## src/include/bspc_pkg.sv

```systemverilog
// Shared constants and stream carriers for the byte/packet codec
package bspc_pkg;
    // Special characters on the byte side
    localparam logic [7:0] BSPC_ESC  = 8'h7D;
    localparam logic [7:0] BSPC_SOP  = 8'h7A;
    localparam logic [7:0] BSPC_EOP  = 8'h7B;
    localparam logic [7:0] BSPC_CHAN = 8'h7C;
    localparam logic [7:0] BSPC_XOR  = 8'h20;
    // Reset values
    localparam logic [7:0] BSPC_BYTE_RST = 8'h00;
    localparam logic [7:0] BSPC_CHAN_RST = 8'h00;

    // Packet side beat
    typedef struct packed {
        logic [7:0] data;     // Payload symbol
        logic [7:0] channel;  // Channel number
        logic       sop;      // First beat of packet
        logic       eop;      // Last beat of packet
    } bspc_beat_s;

    // Encoder emission states
    typedef enum logic [2:0] {
        BSPC_E_IDLE,
        BSPC_E_CHI,
        BSPC_E_CHESC,
        BSPC_E_CHNUM,
        BSPC_E_SOP,
        BSPC_E_EOP,
        BSPC_E_DESC,
        BSPC_E_DATA
    } bspc_enc_state_e;
endpackage : bspc_pkg

```

## src/logic/bspc_codec.sv

```systemverilog
// Top of byte/packet codec: encoder plus decoder instance
`timescale 1ns/1ps
`default_nettype none
// Notes on behaviour
// - Eight-bit symbols, ready latency zero
// - Channel field holds up to 256 channels
// - Packet markers only on packet ports
// - Decode priority escape, start, end, channel
// - Escape dropped, next byte xored 0x20
// - Start byte dropped, next payload first
// - End byte dropped, next payload last
// - Single beat raises first and last
// - Channel byte dropped, next byte channel
// - Start emits channel mark, number, start
// - End mark precedes final data byte
// - Channel change mid packet reinserts channel
// - Special data byte escaped and xored
module bspc_codec (
    // Clock and reset
    input  wire logic                 core_clk,
    input  wire logic                 reset_n,
    // Decoder byte sink
    input  wire logic                 dec_in_valid,
    input  wire logic [7:0]           dec_in_data,
    output var  logic                 dec_in_ready,
    // Decoder packet source
    output var  logic                 dec_out_valid,
    output var  bspc_pkg::bspc_beat_s dec_out_beat,
    input  wire logic                 dec_out_ready,
    // Encoder packet sink
    input  wire logic                 enc_in_valid,
    input  wire bspc_pkg::bspc_beat_s enc_in_beat,
    output var  logic                 enc_in_ready,
    // Encoder byte source
    output var  logic                 enc_out_valid,
    output var  logic [7:0]           enc_out_data,
    input  wire logic                 enc_out_ready
);
    bspc_pkg::bspc_enc_state_e st_q;  // Emission step
    logic [7:0] chan_q;        // Last channel sent
    logic       hdr_q;         // Channel known to far end
    logic       free;          // Output register can load
    logic       emit;          // Load a byte this cycle
    logic [7:0] byte_d;        // Byte to load
    logic       acc;           // Input beat accepted
    logic       chg;           // Channel must be (re)sent
    logic       ch_sp;         // Channel number is special
    logic       d_sp;          // Data byte is special

    // Decoder half
    // markers only on packet ports
    bspc_decoder u_dec (
        .core_clk  (core_clk),
        .reset_n   (reset_n),
        .in_valid  (dec_in_valid),
        .in_data   (dec_in_data),
        .in_ready  (dec_in_ready),
        .out_valid (dec_out_valid),
        .out_beat  (dec_out_beat),
        .out_ready (dec_out_ready)
    );

    // Special character test for channel and data
    function automatic logic is_sp(input logic [7:0] b);
        is_sp = (b == bspc_pkg::BSPC_ESC) || (b == bspc_pkg::BSPC_SOP) ||
                (b == bspc_pkg::BSPC_EOP) || (b == bspc_pkg::BSPC_CHAN);
    endfunction

    assign free  = !enc_out_valid || enc_out_ready;
    assign ch_sp = is_sp(enc_in_beat.channel);
    assign d_sp  = is_sp(enc_in_beat.data);
    assign chg   = !hdr_q || (enc_in_beat.channel != chan_q);

    // Byte selection per step; the beat is held by the source until taken
    always_comb begin
        byte_d = bspc_pkg::BSPC_BYTE_RST;
        emit   = 1'b0;
        acc    = 1'b0;
        if (free && enc_in_valid) begin
            emit = 1'b1;
            unique case (st_q)
                bspc_pkg::BSPC_E_IDLE: begin
                    if (enc_in_beat.sop || chg) begin
                        byte_d = bspc_pkg::BSPC_CHAN;
                    end else if (enc_in_beat.eop) begin
                        byte_d = bspc_pkg::BSPC_EOP;
                    end else if (d_sp) begin
                        byte_d = bspc_pkg::BSPC_ESC;
                    end else begin
                        byte_d = enc_in_beat.data;
                        acc    = 1'b1;
                    end
                end
                bspc_pkg::BSPC_E_CHI: begin
                    byte_d = ch_sp ? bspc_pkg::BSPC_ESC : enc_in_beat.channel;
                end
                bspc_pkg::BSPC_E_CHESC: begin
                    byte_d = enc_in_beat.channel ^ bspc_pkg::BSPC_XOR;
                end
                bspc_pkg::BSPC_E_CHNUM: begin
                    // Channel done; continue with the marks
                    if (enc_in_beat.sop) begin
                        byte_d = bspc_pkg::BSPC_SOP;
                    end else if (enc_in_beat.eop) begin
                        byte_d = bspc_pkg::BSPC_EOP;
                    end else if (d_sp) begin
                        byte_d = bspc_pkg::BSPC_ESC;
                    end else begin
                        byte_d = enc_in_beat.data;
                        acc    = 1'b1;
                    end
                end
                bspc_pkg::BSPC_E_SOP: begin
                    if (enc_in_beat.eop) begin
                        byte_d = bspc_pkg::BSPC_EOP;
                    end else if (d_sp) begin
                        byte_d = bspc_pkg::BSPC_ESC;
                    end else begin
                        byte_d = enc_in_beat.data;
                        acc    = 1'b1;
                    end
                end
                bspc_pkg::BSPC_E_EOP: begin
                    if (d_sp) begin
                        byte_d = bspc_pkg::BSPC_ESC;
                    end else begin
                        byte_d = enc_in_beat.data;
                        acc    = 1'b1;
                    end
                end
                bspc_pkg::BSPC_E_DESC: begin
                    byte_d = enc_in_beat.data ^ bspc_pkg::BSPC_XOR;
                    acc    = 1'b1;
                end
                bspc_pkg::BSPC_E_DATA: begin
                    emit = 1'b0;
                end
            endcase
        end
    end

    // input ready only on final byte
    assign enc_in_ready = acc;

    // Step register: records which byte of the beat went last
    // reset returns to header
    always_ff @(posedge core_clk or negedge reset_n) begin
        if (!reset_n) begin
            st_q <= bspc_pkg::BSPC_E_IDLE;
        end else if (acc) begin
            st_q <= bspc_pkg::BSPC_E_IDLE;
        end else if (emit) begin
            unique case (byte_d)
                bspc_pkg::BSPC_CHAN: st_q <= bspc_pkg::BSPC_E_CHI;
                bspc_pkg::BSPC_SOP:  st_q <= bspc_pkg::BSPC_E_SOP;
                bspc_pkg::BSPC_EOP:  st_q <= bspc_pkg::BSPC_E_EOP;
                bspc_pkg::BSPC_ESC: begin
                    st_q <= (st_q == bspc_pkg::BSPC_E_CHI) ?
                            bspc_pkg::BSPC_E_CHESC : bspc_pkg::BSPC_E_DESC;
                end
                default: st_q <= bspc_pkg::BSPC_E_CHNUM;
            endcase
        end
    end

    // Channel memory for change detection
    always_ff @(posedge core_clk or negedge reset_n) begin
        if (!reset_n) begin
            chan_q <= bspc_pkg::BSPC_CHAN_RST;
            hdr_q  <= 1'b0;
        end else if (emit && st_q == bspc_pkg::BSPC_E_CHI) begin
            chan_q <= enc_in_beat.channel;
            hdr_q  <= 1'b1;
        end
    end

    // Byte output register
    // ready latency zero handshake
    always_ff @(posedge core_clk or negedge reset_n) begin
        if (!reset_n) begin
            enc_out_valid <= 1'b0;
            enc_out_data  <= bspc_pkg::BSPC_BYTE_RST;
        end else if (emit) begin
            enc_out_valid <= 1'b1;
            enc_out_data  <= byte_d;
        end else if (enc_out_ready) begin
            enc_out_valid <= 1'b0;
        end
    end

    // a_enc_hold: byte stable under stall
    a_enc_hold : assert property (@(posedge core_clk) disable iff (!reset_n)
        enc_out_valid && !enc_out_ready |=>
        enc_out_valid && $stable(enc_out_data))
        else $error("encoder byte changed under stall");
    // a_hdr_start: sop beat first sends channel mark
    a_hdr_start : assert property (@(posedge core_clk) disable iff (!reset_n)
        emit && st_q == bspc_pkg::BSPC_E_IDLE && enc_in_beat.sop |=>
        enc_out_data == bspc_pkg::BSPC_CHAN)
        else $error("header missing channel mark");
    // a_eop_mark: eop state precedes data
    a_eop_mark : assert property (@(posedge core_clk) disable iff (!reset_n)
        acc && enc_in_beat.eop && !d_sp |-> st_q == bspc_pkg::BSPC_E_EOP)
        else $error("final byte without end mark");
    // a_esc_data: escaped data follows escape
    a_esc_data : assert property (@(posedge core_clk) disable iff (!reset_n)
        acc && d_sp |=> enc_out_data ==
        ($past(enc_in_beat.data) ^ bspc_pkg::BSPC_XOR))
        else $error("special data not escaped");
    // a_chan_change: new channel resent
    a_chan_change : assert property (@(posedge core_clk)
        disable iff (!reset_n)
        acc |-> hdr_q && chan_q == enc_in_beat.channel)
        else $error("beat sent on stale channel");
    // a_no_drop: ready only with an emitted byte
    a_no_drop : assert property (@(posedge core_clk) disable iff (!reset_n)
        enc_in_ready |-> emit && free)
        else $error("beat taken without output room");
endmodule : bspc_codec
`default_nettype wire

```

## src/logic/bspc_decoder.sv

```systemverilog
// Byte stream to packet stream decoder
`timescale 1ns/1ps
`default_nettype none
module bspc_decoder (
    // Clock and reset
    input  wire logic              core_clk,
    input  wire logic              reset_n,
    // Byte sink
    input  wire logic              in_valid,
    input  wire logic [7:0]        in_data,
    output var  logic              in_ready,
    // Packet source
    output var  logic              out_valid,
    output var  bspc_pkg::bspc_beat_s out_beat,
    input  wire logic              out_ready
);
    logic esc_q;      // Next byte is to be un-escaped
    logic sop_q;      // Next payload carries first-beat flag
    logic eop_q;      // Next payload carries last-beat flag
    logic chcap_q;    // Next data byte is a channel number
    logic [7:0] chan_q;  // Current channel
    logic take;       // Byte accepted this cycle
    logic [7:0] ubyte;   // Byte after un-escape
    logic special;    // Raw special character

    // Output register empties into consumer; accept when free
    assign in_ready = !out_valid || out_ready;
    assign take     = in_valid && in_ready;
    assign ubyte    = esc_q ? (in_data ^ bspc_pkg::BSPC_XOR) : in_data;
    assign special  = !esc_q && (in_data == bspc_pkg::BSPC_ESC ||
                      in_data == bspc_pkg::BSPC_SOP ||
                      in_data == bspc_pkg::BSPC_EOP ||
                      in_data == bspc_pkg::BSPC_CHAN);

    // Marker and escape state
    // reset clears pending state
    always_ff @(posedge core_clk or negedge reset_n) begin
        if (!reset_n) begin
            esc_q   <= 1'b0;
            sop_q   <= 1'b0;
            eop_q   <= 1'b0;
            chcap_q <= 1'b0;
        end else if (take) begin
            if (!esc_q && in_data == bspc_pkg::BSPC_ESC) begin
                esc_q <= 1'b1;
            end else if (!esc_q && in_data == bspc_pkg::BSPC_SOP) begin
                sop_q <= 1'b1;
            end else if (!esc_q && in_data == bspc_pkg::BSPC_EOP) begin
                eop_q <= 1'b1;
            end else if (!esc_q && in_data == bspc_pkg::BSPC_CHAN) begin
                chcap_q <= 1'b1;
            end else begin
                esc_q <= 1'b0;
                if (chcap_q) begin
                    chcap_q <= 1'b0;
                end else begin
                    // Flags consumed by this payload beat
                    sop_q <= 1'b0;
                    eop_q <= 1'b0;
                end
            end
        end
    end

    // Channel register
    // eight-bit channel number
    always_ff @(posedge core_clk or negedge reset_n) begin
        if (!reset_n) begin
            chan_q <= bspc_pkg::BSPC_CHAN_RST;
        end else if (take && !special && chcap_q) begin
            chan_q <= ubyte;
        end
    end

    // Output beat register
    always_ff @(posedge core_clk or negedge reset_n) begin
        if (!reset_n) begin
            out_valid <= 1'b0;
            out_beat  <= '0;
        end else if (take && !special && !chcap_q) begin
            out_valid        <= 1'b1;
            out_beat.data    <= ubyte;
            out_beat.channel <= chan_q;
            out_beat.sop     <= sop_q;
            out_beat.eop     <= eop_q;
        end else if (out_ready) begin
            out_valid <= 1'b0;
        end
    end

    // a_out_hold: beat stays while stalled
    a_out_hold : assert property (@(posedge core_clk) disable iff (!reset_n)
        out_valid && !out_ready |=> out_valid && $stable(out_beat))
        else $error("decoder beat changed under stall");
    // a_esc_xor: escaped byte emitted with xor
    a_esc_xor : assert property (@(posedge core_clk) disable iff (!reset_n)
        take && esc_q && !chcap_q |=> out_valid &&
        out_beat.data == ($past(in_data) ^ bspc_pkg::BSPC_XOR))
        else $error("escaped byte not restored");
    // a_sop_drop: marker bytes never reach output
    a_sop_drop : assert property (@(posedge core_clk) disable iff (!reset_n)
        take && special |=> !out_valid || $stable(out_beat))
        else $error("special byte passed to output");
endmodule : bspc_decoder
`default_nettype wire
```

## config.mk

```make
export PLATFORM = sky130hd
export DESIGN_NAME = bspc_codec
export DESIGN_NICKNAME = d
export VERILOG_FILES = /design/src/include/bspc_pkg.sv /design/src/logic/bspc_codec.sv /design/src/logic/bspc_decoder.sv
export SDC_FILE = /design/constraint.sdc
export NUM_CORES = 1
export LEC_CHECK = 0
export BUFFER_PORTS_ARGS = -buffer_cell sky130_fd_sc_hd__buf_2
export CAP_MARGIN = 20
export CORE_AREA = 2 2 110 112
export DETAILED_ROUTE_END_ITERATION = 12
export DIE_AREA = 0 0 112 114
export GPL_TIMING_DRIVEN = 0
export SYNTH_ARGS = -nofsm -noshare
export SYNTH_HDL_FRONTEND = slang
export SYNTH_SLANG_ARGS = --single-unit
```

## constraint.sdc

```tcl
create_clock -name core_clk -period 1.7 [get_ports core_clk]
set_input_delay 0.34 -clock core_clk [delete_from_list [all_inputs] [get_ports core_clk]]
set_output_delay 0.34 -clock core_clk [all_outputs]
set_load 0.01 [all_outputs]
```

==> impl_results.md <==
* Yosys cell types at 62
* First-pass GRT wire length at 12,110 um
* Post-synth ARST share at 100.0%
* Initial antenna violation count at 0
* Clock root cell: clkbuf_16
* Cells after synthesis at 251
* Via count at 2,337
* Largest stage delay, worst path at 390 ps
* Starting Density at 24.24%
* Number of fill cells at 1,201
* Clock skew at 12.14 ps
* Routed wire length at 7477 um
* Rel. slew slack at 59.01%
* Number of synthesis warnings at 0
* Main synth FF type: dfrtp_1
* Core Box Area at 0.01171 mm^2
* Post-DR wirelength/cell at 15.48 um
* Die area at 0.01277 mm^2
* Slew Limit Fails at 0
* TritonCTS clock tree: built
* Max Clock Freq at 454.4 MHz
* Gpl congestion at 0.8593
* Die width at 112 um
* Die height at 114 um
* Register area share after synthesis at 45.84%
* Port bufs at 60
* Status: complete, but fails checks
* Post-synthesis sequential element count at 52
* Share of post-route cells with drive strength above 1 at 49.11%
* M1 wire length at 3441 um
* TritonCTS buffer count at 5
* First-pass detailed-route iteration total at 4
* GR Util All Layers at 11.75%
* Top cell type's share of synthesized area at 45.84%
* Setup crit start kind: register
* Uppermost routed layer: met4
* Core Util, Final at 32.83%
* Worst-path cell with the longest stage delay: dfrtp_1
* Post-Syn Area per Cell at 11.31 um^2
* Dominant cell type by area after synthesis: dfrtp_1
* Buf+Inv Stages, Crit Path at 1
* Final setup fails at 7
* Worst hold path type: in2reg
* Number of I/O pins at 62
* Failing checks: setup timing
* EDFF count, synth at 0
* Nets at 367
* Largest net degree at the start of global routing at 41
* CP top delay family: simple AND/OR/NAND/NOR gates
* CTS clk-pin slew, worst paths at 80 ps
* H-tree depth at 2
* Max FO, Critical Path at 2
* Clock latency on the worst-skew pair at 300 ps
* Critical Path End Type: output port
* Crit Path Class: reg2out
* Worst path arrival time at 1860 ps
* Detailed placer's ending HPWL at 5390 um
* Setup ws final at -500.6 ps
* Final ANT Viol Nets at 0
* RSZ-0062 raised after global routing: true
* CP required at 1360 ps
* Final Hold Fails at 0
* Peak supply drop at 640.8 uV
* Antenna diode count at 0
* PD cells at 1422 mW/mm^2
* TNS Setup at -1959 ps
* P_leak at 1.691 nW
* Slew @ Worst Pin at 614.8 ps
* Minimum clock period after layout at 2201 ps
* Cells along the critical path: xnor2_1 -> nand4_1 -> nor3_4 -> a21oi_2 -> o41ai_4 -> buf_2
* WL met3 at 396 um
* Grt ovf at 0
* Starting DRC count in detailed routing at 117
* Met2 routed WL at 3562 um
* DRC at 0
* CTS sink count at 52
* Max Cap Viol at 0
* Synthesis-to-finish area growth at 35.43%
* Tcrit/Tclk final at 129.4%
* Syn Nets at 283
* Top post-synthesis cells by area: dfrtp_1, mux2_2, xnor2_1, nand2_1, o21ai_0
* Standard-cell rows at 40
* Clk buf depth at 2
* Cell Area, Synth at 0.002839 mm^2
* Vias in the first global route at 2,295
* Post-DR vias/cell at 4.839
-- timing repair --
action | CTS | global route
endpoints found under the hold margin | 12 | 0
pin swaps | 14 | 14
resized for setup | 21 | 21
buffers inserted | 10 | 5
endpoints found under the setup margin | 28 | 43
hold buffers | 1 | 0
-- power by group --
group	switching [mW]	internal [mW]	total, mW
Clock	0.512	0.569	1.08
Sequential	0.186	1.55	1.74
Combinational	1.38	1.27	2.65
Total	2.08	3.39	5.47
-- per-layer routing --
layer / GRT usage, % / vias to the layer above
met5: 0 / -
met4: 3.008 / 0
met3: 2.657 / 7
met2: 18.99 / 71
met1: 16.06 / 1157
li1: - / 1102
-- sequential cells by signal (all words and copies together) (netlist names), 3 cells and up --
| signal | count |
|---|---|
| st_q | 3 |
| chan_q | 8 |
| u_dec.chan_q | 8 |
| enc_out_data | 8 |
| u_dec.out_beat | 18 |
-- synth_stat cells (3+ instances only) --
cell type   n
nand3_1     7
mux2_1      3
buf_2       6
mux2_2     31
dfrtp_1    52
o221ai_1    3
a211oi_1    3
nand2b_1    6
nand2_1    20
o21ai_0    13
nor2_1     11
nor2b_1     4
nand3b_1    3
a31oi_1     4
o211ai_1    4
a22o_1      4
xnor2_1    10
o21ai_1     3
a21oi_1     4
inv_1       6
o22ai_1     3
-- area by class of cell --
type	count	area, um^2	area share (%)
inverters	6	22.52	0.5857
flip-flops and latches	52	1304	33.91
well taps	147	183.9	4.784
repair buffers	77	459.2	11.94
clock inverters	3	28.78	0.7485
clock buffers	5	125.1	3.254
multi-input cells	183	1644	42.76
plain buffers	10	77.57	2.018
-- worst reg2reg max path: stages (launching register included) --
cell and delay, ps:
dfrtp_1 390, xnor2_1 130, nand4_1 160, nor3_4 70, buf_4 130, buf_6 130, a221oi_1 310, o211ai_2 180
nor2b_4 160, o311a_1 280
-- per-stage QoR --
| stage | std cells | cell area [um^2] | hold slack, ps | setup slack (ps) | total power, mW |
|---|---|---|---|---|---|
| 2_1_floorplan | 251 | 2870 | 44.41 | -158.3 | 3.360 |
| 3_3_place_gp | 458 | 3354 | 452.0 | -466.2 | 3.933 |
| 4_1_cts | 478 | 3726 | 302.5 | -572.8 | 5.349 |
| 6_report | 483 | 3845 | 309.2 | -500.6 | 5.468 |
| 3_5_place_dp | 459 | 3374 | 257.1 | -448.5 | 3.987 |
| 5_1_grt | 483 | 3845 | 305.7 | -590.8 | 5.825 |
-- cell families after synthesis --
| logic type | after synthesis | synth area share (%) |
|---|---|---|
| simple gates | 75 | 16.04 |
| xor+xnor | 12 | 4.363 |
| compound gates | 60 | 16.66 |
| mux | 36 | 14.19 |
| flops | 52 | 45.84 |
| buf+inv | 16 | 2.909 |
-- placed cells by master (no fill, tap or decap), drive strengths merged, types with 3 or more instances in the layout --
cell,instances
o22ai,3
nor2b,5
nor4,3
o221ai,4
a31oi,5
inv,9
a22o,4
nor2,12
buf,84
a21oi,4
xnor2,10
nand2b,6
o211ai,5
dfrtp,52
nand2,20
clkbuf,7
nand3b,3
nand3,7
a211oi,3
mux2,34
o21ai,16
-- worst paths after layout --
path / startpoint / to / slack, ps / cells past startpoint
max: chan_q[4] / enc_in_ready / -500 / 6
min: dec_in_data[6] / u_dec.chan_q[6] / 310 / 2
max reg2reg: chan_q[5] / st_q[2] / -360 / 9
min reg2reg: hdr_q / hdr_q / 480 / 1
max in group asynchronous: reset_n / u_dec.out_beat[10] / 690 / 3
min in group asynchronous: reset_n / st_q[0] / 470 / 2
(Power assumes the default switching activity.)
